### config.mk
export PLATFORM = sky130hd
export DESIGN_NAME = lsd_i2c_regs
export DESIGN_NICKNAME = d
export VERILOG_FILES = /design/src/lsd_pkg.sv /design/src/lsd_fifo.sv /design/src/lsd_i2c_regs.sv
export SDC_FILE = /design/constraint.sdc
export NUM_CORES = 1
export LEC_CHECK = 0
export ABC_CLOCK_PERIOD_IN_PS = 4700
export BUFFER_PORTS_ARGS = -buffer_cell sky130_fd_sc_hd__buf_2
export CAP_MARGIN = 20
export CORE_MARGIN = 5
export CORE_UTILIZATION = 43
export DETAILED_ROUTE_END_ITERATION = 8
export HOLD_SLACK_MARGIN = 0.15
export PLACE_DENSITY = 0.58
export SYNTH_ARGS = -nofsm -noshare
export SYNTH_HDL_FRONTEND = slang
export SYNTH_HIERARCHICAL = 1
export SYNTH_SLANG_ARGS = --single-unit
### constraint.sdc
create_clock -name clk_sys -period 4.7 [get_ports clk_sys]
set_input_delay 0.705 -clock clk_sys [delete_from_list [all_inputs] [get_ports clk_sys]]
set_output_delay 0.705 -clock clk_sys [all_outputs]
set_load 0.02 [all_outputs]
### src/lsd_pkg.sv
// Constants shared by the delay control port and its register file
package lsd_pkg;
  // Register offsets
  localparam logic [7:0] OFS_CTRL = 8'h01;
  localparam logic [7:0] OFS_RDLY_HIGH = 8'h02;
  localparam logic [7:0] OFS_RDLY_LOW = 8'h03;
  localparam logic [7:0] OFS_LDLY_HIGH = 8'h04;
  localparam logic [7:0] OFS_LDLY_LOW = 8'h05;
  localparam logic [7:0] OFS_FRAME = 8'h06;
  localparam logic [7:0] OFS_RJ_WIDTH = 8'h07;
  localparam logic [7:0] OFS_COMMIT = 8'h08;
  // Reset value of every register
  localparam logic [7:0] REG_RESET = 8'h00;
  // Target address: fixed upper nibble, pins give the rest
  localparam logic [3:0] ADDR_FIXED = 4'hD;
  // Control register fields
  localparam int MUTE_RIGHT_BIT = 7;
  localparam int MUTE_LEFT_BIT = 6;
  localparam int FMT_LSB = 0;
  localparam int FMT_W = 2;
  localparam logic [1:0] FMT_I2S = 2'h0;
  localparam logic [1:0] FMT_RIGHT_JUST = 2'h1;
  localparam logic [1:0] FMT_LEFT_JUST = 2'h2;
  localparam logic [1:0] FMT_BYPASS = 2'h3;
  // Delay fields
  localparam int DLY_W = 13;
  localparam int DLY_HIGH_W = 5;
  localparam int DLY_LOW_W = 8;
  // Commit register trigger bit
  localparam int COMMIT_BIT = 0;
  // Bit count of one byte on the wire
  localparam logic [3:0] BYTE_BITS = 4'h8;
  localparam logic [3:0] LAST_BIT = 4'h7;
  // Write buffer shape
  localparam int WBUF_WIDTH = 16;
  localparam int WBUF_DEPTH = 8;
endpackage

### src/lsd_fifo.sv
// Small first-in first-out buffer held in flip-flops
`timescale 1ns/1ps
module lsd_fifo #(
  parameter int WIDTH = 16,
  parameter int DEPTH = 8
) (
  input wire logic clk_sys,
  input wire logic reset_n,
  input wire logic in_valid,
  output logic in_ready,
  input wire logic [WIDTH-1:0] in_data,
  output logic out_valid,
  input wire logic out_ready,
  output logic [WIDTH-1:0] out_data
);
  localparam int PW = (DEPTH > 1) ? $clog2(DEPTH) : 1;
  localparam int CW = $clog2(DEPTH + 1);
  localparam logic [PW-1:0] PTR_LAST = PW'(DEPTH - 1);
  localparam logic [CW-1:0] CNT_FULL = CW'(DEPTH);

  logic [WIDTH-1:0] mem [DEPTH];
  logic [PW-1:0] wr_ptr;
  logic [PW-1:0] rd_ptr;
  logic [CW-1:0] count;
  logic push;
  logic pop;

  // Handshakes
  assign in_ready = (count != CNT_FULL);
  assign out_valid = (count != '0);
  assign push = in_valid && in_ready;
  assign pop = out_valid && out_ready;
  assign out_data = mem[rd_ptr];

  // Storage
  always_ff @(posedge clk_sys) begin
    if (push) begin
      mem[wr_ptr] <= in_data;
    end
  end

  // Pointers and fill level
  always_ff @(posedge clk_sys or negedge reset_n) begin
    if (!reset_n) begin
      wr_ptr <= '0;
      rd_ptr <= '0;
      count <= '0;
    end else begin
      if (push) begin
        wr_ptr <= (wr_ptr == PTR_LAST) ? '0 : wr_ptr + 1'b1;
      end
      if (pop) begin
        rd_ptr <= (rd_ptr == PTR_LAST) ? '0 : rd_ptr + 1'b1;
      end
      if (push && !pop) begin
        count <= count + 1'b1;
      end else if (pop && !push) begin
        count <= count - 1'b1;
      end
    end
  end
endmodule

### src/lsd_i2c_regs.sv
// Two-wire control port and register file of the stereo delay
`timescale 1ns/1ps
module lsd_i2c_regs (
  input wire logic clk_sys,
  input wire logic reset_n,
  input wire logic scl,
  input wire logic sda_in,
  output logic sda_out,
  output logic sda_oe,
  input wire logic addr_select_high,
  input wire logic addr_select_mid,
  input wire logic addr_select_low,
  output logic mute_left,
  output logic mute_right,
  output logic [lsd_pkg::FMT_W-1:0] audio_format,
  output logic bypass,
  output logic [lsd_pkg::DLY_W-1:0] delay_right,
  output logic [lsd_pkg::DLY_W-1:0] delay_left,
  output logic [7:0] frame_delay_cfg,
  output logic [7:0] right_just_width,
  output logic settings_commit
);
  typedef enum logic [2:0] {
    ST_IDLE, ST_ADDR, ST_REG, ST_WDATA, ST_ACK, ST_TX, ST_RACK
  } lsd_state_t;
  lsd_state_t state;
  lsd_state_t ack_next;
  logic scl_q;
  logic sda_q;
  logic [3:0] bit_cnt;
  logic [7:0] shift;
  logic [7:0] ptr;
  logic master_ack;
  logic [6:0] my_addr;
  logic scl_rise;
  logic scl_fall;
  logic start_cond;
  logic stop_cond;
  logic byte_done;
  logic push_valid;
  logic push_ready;
  logic pop_valid;
  logic pop_ready;
  logic [lsd_pkg::WBUF_WIDTH-1:0] pop_data;
  logic [7:0] pop_addr;
  logic [7:0] pop_byte;
  logic pop;
  logic commit_hit;
  logic [7:0] rd_byte;
  // Register file
  logic [7:0] channel_mute_format;
  logic [lsd_pkg::DLY_HIGH_W-1:0] right_delay_high;
  logic [7:0] right_delay_low;
  logic [lsd_pkg::DLY_HIGH_W-1:0] left_delay_high;
  logic [7:0] left_delay_low;
  logic [7:0] video_frame_delay_cfg;
  logic [7:0] right_just_width_reg;
  logic [7:0] commit_settings;
  // Read mux over the register map; unmapped offsets read zero
  function automatic logic [7:0] read_reg(input logic [7:0] ofs);
    logic [7:0] v;
    v = 8'h00;
    case (ofs)
      lsd_pkg::OFS_CTRL: v = channel_mute_format;
      lsd_pkg::OFS_RDLY_HIGH: v = 8'(right_delay_high);
      lsd_pkg::OFS_RDLY_LOW: v = right_delay_low;
      lsd_pkg::OFS_LDLY_HIGH: v = 8'(left_delay_high);
      lsd_pkg::OFS_LDLY_LOW: v = left_delay_low;
      lsd_pkg::OFS_FRAME: v = video_frame_delay_cfg;
      lsd_pkg::OFS_RJ_WIDTH: v = right_just_width_reg;
      lsd_pkg::OFS_COMMIT: v = commit_settings;
      default: v = 8'h00;
    endcase
    return v;
  endfunction

  ////////////////////////////////////////////////////////////////////////////
  // Bus sampling and condition detection
  // Own address from the fixed nibble and the select pins
  assign my_addr = {lsd_pkg::ADDR_FIXED, addr_select_high,
                    addr_select_mid, addr_select_low};
  // Previous levels of both lines
  always_ff @(posedge clk_sys or negedge reset_n) begin
    if (!reset_n) begin
      scl_q <= 1'b1;
      sda_q <= 1'b1;
    end else begin
      scl_q <= scl;
      sda_q <= sda_in;
    end
  end
  // Edges and bus conditions
  assign scl_rise = scl && !scl_q;
  assign scl_fall = !scl && scl_q;
  assign start_cond = scl && scl_q && sda_q && !sda_in;
  assign stop_cond = scl && scl_q && !sda_q && sda_in;
  assign byte_done = scl_fall && (bit_cnt == lsd_pkg::BYTE_BITS);
  assign sda_out = 1'b0; // Open drain: only ever pulls low
  assign rd_byte = read_reg(ptr);
  // Write bytes queue up with their target offset
  assign push_valid = (state == ST_WDATA) && byte_done;

  ////////////////////////////////////////////////////////////////////////////
  // Transfer sequencer
  // Byte framing, acknowledge and read shifting
  always_ff @(posedge clk_sys or negedge reset_n) begin
    if (!reset_n) begin
      state <= ST_IDLE;
      ack_next <= ST_IDLE;
      bit_cnt <= 4'h0;
      shift <= 8'h00;
      ptr <= 8'h00;
      sda_oe <= 1'b0;
      master_ack <= 1'b0;
    end else if (start_cond) begin
      // Start or repeated start ends any transfer in progress
      state <= ST_ADDR;
      bit_cnt <= 4'h0;
      sda_oe <= 1'b0;
    end else if (stop_cond) begin
      state <= ST_IDLE;
      sda_oe <= 1'b0;
    end else begin
      case (state)
        ST_ADDR, ST_REG, ST_WDATA: begin
          if (scl_rise && bit_cnt != lsd_pkg::BYTE_BITS) begin
            shift <= {shift[6:0], sda_in};
            bit_cnt <= bit_cnt + 4'h1;
          end else if (byte_done) begin
            bit_cnt <= 4'h0;
            state <= ST_ACK;
            if (state == ST_ADDR) begin
              if (shift[7:1] == my_addr) begin
                sda_oe <= 1'b1;
                ack_next <= shift[0] ? ST_TX : ST_REG;
              end else begin
                state <= ST_IDLE;
              end
            end else if (state == ST_REG) begin
              ptr <= shift;
              sda_oe <= 1'b1;
              ack_next <= ST_WDATA;
            end else if (push_ready) begin
              ptr <= ptr + 8'h01;
              sda_oe <= 1'b1;
              ack_next <= ST_WDATA;
            end else begin
              ack_next <= ST_IDLE; // Buffer full: byte refused by not-ack
            end
          end
        end
        ST_ACK: begin
          if (scl_fall) begin
            state <= ack_next;
            sda_oe <= 1'b0;
            if (ack_next == ST_TX) begin
              shift <= rd_byte;
              sda_oe <= !rd_byte[7];
              ptr <= ptr + 8'h01;
            end
          end
        end
        ST_TX: begin
          if (scl_fall) begin
            if (bit_cnt == lsd_pkg::LAST_BIT) begin
              sda_oe <= 1'b0;
              bit_cnt <= 4'h0;
              state <= ST_RACK;
            end else begin
              shift <= {shift[6:0], 1'b0};
              sda_oe <= !shift[6];
              bit_cnt <= bit_cnt + 4'h1;
            end
          end
        end
        ST_RACK: begin
          if (scl_rise) begin
            master_ack <= !sda_in;
          end else if (scl_fall) begin
            if (master_ack) begin
              shift <= rd_byte;
              sda_oe <= !rd_byte[7];
              ptr <= ptr + 8'h01;
              state <= ST_TX;
            end else begin
              state <= ST_IDLE;
            end
          end
        end
        default: begin
          state <= ST_IDLE;
        end
      endcase
    end
  end

  ////////////////////////////////////////////////////////////////////////////
  // Write buffer between the wire and the register file
  // Draining pauses while a read is on the wire
  assign pop_ready = (state != ST_TX) && (state != ST_RACK);
  lsd_fifo #(
    .WIDTH(lsd_pkg::WBUF_WIDTH),
    .DEPTH(lsd_pkg::WBUF_DEPTH)
  ) u_wbuf (
    .clk_sys(clk_sys),
    .reset_n(reset_n),
    .in_valid(push_valid),
    .in_ready(push_ready),
    .in_data({ptr, shift}),
    .out_valid(pop_valid),
    .out_ready(pop_ready),
    .out_data(pop_data)
  );
  assign pop = pop_valid && pop_ready;
  assign pop_addr = pop_data[15:8];
  assign pop_byte = pop_data[7:0];
  assign commit_hit = pop && (pop_addr == lsd_pkg::OFS_COMMIT) &&
                      pop_byte[lsd_pkg::COMMIT_BIT];

  ////////////////////////////////////////////////////////////////////////////
  // Register file
  // Stores drained write bytes by offset
  always_ff @(posedge clk_sys or negedge reset_n) begin
    if (!reset_n) begin
      channel_mute_format <= lsd_pkg::REG_RESET;
      right_delay_high <= '0;
      right_delay_low <= lsd_pkg::REG_RESET;
      left_delay_high <= '0;
      left_delay_low <= lsd_pkg::REG_RESET;
      video_frame_delay_cfg <= lsd_pkg::REG_RESET;
      right_just_width_reg <= lsd_pkg::REG_RESET;
      commit_settings <= lsd_pkg::REG_RESET;
    end else if (pop) begin
      case (pop_addr)
        lsd_pkg::OFS_CTRL: channel_mute_format <= pop_byte;
        lsd_pkg::OFS_RDLY_HIGH:
          right_delay_high <= pop_byte[lsd_pkg::DLY_HIGH_W-1:0];
        lsd_pkg::OFS_RDLY_LOW: right_delay_low <= pop_byte;
        lsd_pkg::OFS_LDLY_HIGH:
          left_delay_high <= pop_byte[lsd_pkg::DLY_HIGH_W-1:0];
        lsd_pkg::OFS_LDLY_LOW: left_delay_low <= pop_byte;
        lsd_pkg::OFS_FRAME: video_frame_delay_cfg <= pop_byte;
        lsd_pkg::OFS_RJ_WIDTH: right_just_width_reg <= pop_byte;
        lsd_pkg::OFS_COMMIT: commit_settings <= pop_byte;
        default: begin
        end
      endcase
    end
  end

  ////////////////////////////////////////////////////////////////////////////
  // Settings seen by the delay path
  // Mute follows the control register at once
  assign mute_left = channel_mute_format[lsd_pkg::MUTE_LEFT_BIT];
  assign mute_right = channel_mute_format[lsd_pkg::MUTE_RIGHT_BIT];
  // Pending settings move across only on a commit
  always_ff @(posedge clk_sys or negedge reset_n) begin
    if (!reset_n) begin
      audio_format <= lsd_pkg::FMT_I2S;
      bypass <= 1'b0;
      delay_right <= '0;
      delay_left <= '0;
      frame_delay_cfg <= lsd_pkg::REG_RESET;
      right_just_width <= lsd_pkg::REG_RESET;
    end else if (commit_hit) begin
      audio_format <=
        channel_mute_format[lsd_pkg::FMT_LSB +: lsd_pkg::FMT_W];
      bypass <= (channel_mute_format[lsd_pkg::FMT_LSB +: lsd_pkg::FMT_W]
                 == lsd_pkg::FMT_BYPASS);
      if (channel_mute_format[lsd_pkg::FMT_LSB +: lsd_pkg::FMT_W]
          == lsd_pkg::FMT_BYPASS) begin
        delay_right <= '0;
        delay_left <= '0;
      end else begin
        delay_right <= {right_delay_high, right_delay_low};
        delay_left <= {left_delay_high, left_delay_low};
      end
      frame_delay_cfg <= video_frame_delay_cfg;
      right_just_width <= right_just_width_reg;
    end
  end
  // One-cycle mark of each commit
  always_ff @(posedge clk_sys or negedge reset_n) begin
    if (!reset_n) begin
      settings_commit <= 1'b0;
    end else begin
      settings_commit <= commit_hit;
    end
  end
endmodule

==> results.json <==
{
  "drive_gt1_share_pct": 27.0,
  "cp_slowest_stage_delay_ps": 700,
  "routed_wl_mm": 27.7,
  "grt_usage_pct": 17.5,
  "routed_via_density": 5.60,
  "synthAdderAreaFrac_pct": 1.50,
  "async_reset_ff_share_pct": 52.9,
  "drt_iter0_drc": 607,
  "ios": 57,
  "ys_seq_elements": 272,
  "fin_ws_ps": 936,
  "htreeDepth": 1,
  "gp_congestion": 0.835,
  "cts_root_buf": "clkbuf_16",
  "grt_start_max_net_pins": 84,
  "wl_per_cell_um": 21.3,
  "hp-class": "primary input to asynchronous set/reset pin",
  "fmax_mhz": 266,
  "synthXorXnorAreaFrac_pct": 0.636,
  "postSynthCellCount": 848,
  "leakage_nw": 5.69,
  "coreArea_um2": 27900,
  "worst_pin_slew_ps": 1050,
  "crit_type": "flip-flop to flip-flop",
  "cp.required_ps": 5100,
  "io_buffer_count": 55,
  "power_density_nw_per_um2": 564,
  "post_cts_resized": 0,
  "dr.pass1.iters": 9,
  "irDropWorstVdd_v": 0.000320,
  "seqCellArea_um2": 7450,
  "slew_headroom_pct": 29.7,
  "drtAntennaViolNets": 0,
  "period_share_pct": 80.1,
  "first_global_vias": 7322,
  "start_util_pct": 43.8,
  "vias": 7312,
  "critPathSlowestCell": "or2_2",
  "start_kind": "flip-flop",
  "yosysWarnings": 6,
  "worst-path-max-fanout": 52,
  "yosys-top-cells-area": "edfxtp_1 32%, dfrtp_1 29%, mux2_2 10%",
  "synth_nets": 869,
  "syn_area_per_cell_um2": 14.4,
  "holdWs_ps": 223,
  "synth-edff-count": 128,
  "clock_path_buffers": 3,
  "die_area_um2": 31800,
  "synthSimpleGateAreaFrac_pct": 9.15,
  "maxCapViolations": 0,
  "die_h_um": 178,
  "cts_hold_buf": 0,
  "synth_top_flop_cell": "dfrtp_1",
  "drc_errors": 0,
  "dp_hpwl_mm": 18.3,
  "cts_made_buffers": 28,
  "synthTopCellsByCount": "142 x dfrtp_1, 128 x edfxtp_1, 109 x mux2_2, 85 x nand2_1, 46 x o21ai_0",
  "core.rowCount": 61,
  "tritoncts": "yes",
  "status": "finished clean",
  "setup_viol_count_final": 0,
  "largest_reg_flops": 128,
  "crit_chain": "buf_12 > mux4_1 > mux2_2 > nor4_4 > o2111ai_4 > or2_2 > buf_4 > nand2_1 > o21ai_0",
  "grt_pass1_wl_mm": 43.1,
  "path_clk_slew_ps": 60,
  "cts_setup_buffers": 0,
  "diodes": 0,
  "ys_seq_area_share_pct": 61.1,
  "min_period_ps": 3760,
  "place_ws_ps": 922,
  "antenna_found_initial": 0,
  "muxShareOfSynthArea_pct": 17.5,
  "drv_slew": 0,
  "synth_cell_type_count": 83,
  "crit_arrival_ps": 4160,
  "tns_ps": 0,
  "nNetsFinal": 926,
  "die_width_um": 178,
  "clk_latency_ps": 540,
  "hold_violations": 0,
  "end_kind": "flip-flop",
  "syn_area_um2": 12200,
  "grt_overflow": 0,
  "final.setup_skew_ps": 17.3,
  "clock-sinks": 272,
  "multi_input_area_um2": 4470,
  "fill_cells": 2452,
  "rsz0062_at_grt": "false",
  "synth_top_family_by_area": "multiplexers",
  "synth_top_cell_by_area": "edfxtp_1",
  "synth_compound_area_share_pct": 7.62,
  "areaGrowthSynthToFinish_pct": 13.2,
  "synth.top_cell.area_share_pct": 31.5,
  "synth.most_common_cell": "dfrtp_1"
}
placed cells by master (no fill, tap or decap), drive strengths merged, types with 23 or more instances in the layout:
cell | Yosys | routed
buf | 21 | 71
clkbuf | 23 | 45
nand3 | 23 | 23
dfrtp | 142 | 142
mux4 | 32 | 32
edfxtp | 128 | 128
mux2 | 109 | 109
nand2 | 86 | 86
nor2 | 27 | 27
o21ai | 46 | 46
power breakdown:
| part | internal (mW) | switching, mW | total [mW] |
|---|---|---|---|
| clock network | 1.34 | 0.890 | 2.23 |
| logic | 1.00 | 1.24 | 2.25 |
| registers | 2.90 | 0.413 | 3.31 |
| total | 5.24 | 2.55 | 7.79 |
worst max-delay path: cells and delay by family (launching register included):
family / cells / cell delay (ps)
AOI/OAI and AO/OA: 2 / 380
buffers and inverters: 2 / 620
DFF: 1 / 500
muxes: 2 / 880
and+or+nand+nor: 3 / 1180
cell families (layout without fill, tap and decap cells):
| family | count (synthesis) | in the layout |
|---|---|---|
| flip-flops | 272 | 272 |
| AND/OR/NAND/NOR | 212 | 212 |
| multiplexers | 149 | 149 |
| AO/OA/AOI/OAI | 135 | 135 |
| buffers and inverters | 57 | 136 |
| adder cells (fa/ha/maj) | 14 | 14 |
| XOR/XNOR | 8 | 8 |
| other | 1 | 1 |
through the flow:
step	instances	total power [mW]	area, um^2	utilization, %
finish	1305	7.79	13800	49.5
global placement	1253	5.60	12900	46.2
detailed placement	1253	5.63	12900	46.2
global route	1305	8.19	13800	49.5
CTS	1305	7.88	13800	49.5
floorplan	848	4.89	12200	-
per-layer routing:
| layer | global-route usage, % | up-vias | routed length [um] |
|---|---|---|---|
| met5 | 0 | - | 0 |
| met4 | 3.42 | 0 | 418 |
| met3 | 2.35 | 34 | 1260 |
| met2 | 28.0 | 171 | 13100 |
| met1 | 25.8 | 3737 | 12900 |
| li1 | - | 3370 | - |
final cells by class:
class	instances	share of cell area (%)
flip-flops and latches	272	54.0
inverters	13	0.354
repair buffers	71	3.00
clock inverters	7	0.689
clock buffers	45	6.13
multi-input cells	519	32.4
well taps	378	3.43
path summary, 6_finish.rpt:
check / endpoint / startpoint / slack (ps) / depth (start not counted)
worst max register to register: delay_right[3]$_DFFE_PN0P_ / u_wbuf/rd_ptr[0]$_DFFE_PN0P_ / 940 / 9
worst min register to register: delay_right[11]$_DFFE_PN0P_ / delay_right[11]$_DFFE_PN0P_ / 470 / 2
worst max-delay path: delay_right[3]$_DFFE_PN0P_ / u_wbuf/rd_ptr[0]$_DFFE_PN0P_ / 940 / 9
max in group asynchronous: scl_q$_DFF_PN1_ / reset_n / 3490 / 2
min in group clk_sys: sda_q$_DFF_PN1_ / sda_in / 330 / 1
worst min-delay path: settings_commit$_DFF_PN0_ / reset_n / 220 / 1
Note: power is estimated with default switching activity, not from simulation.
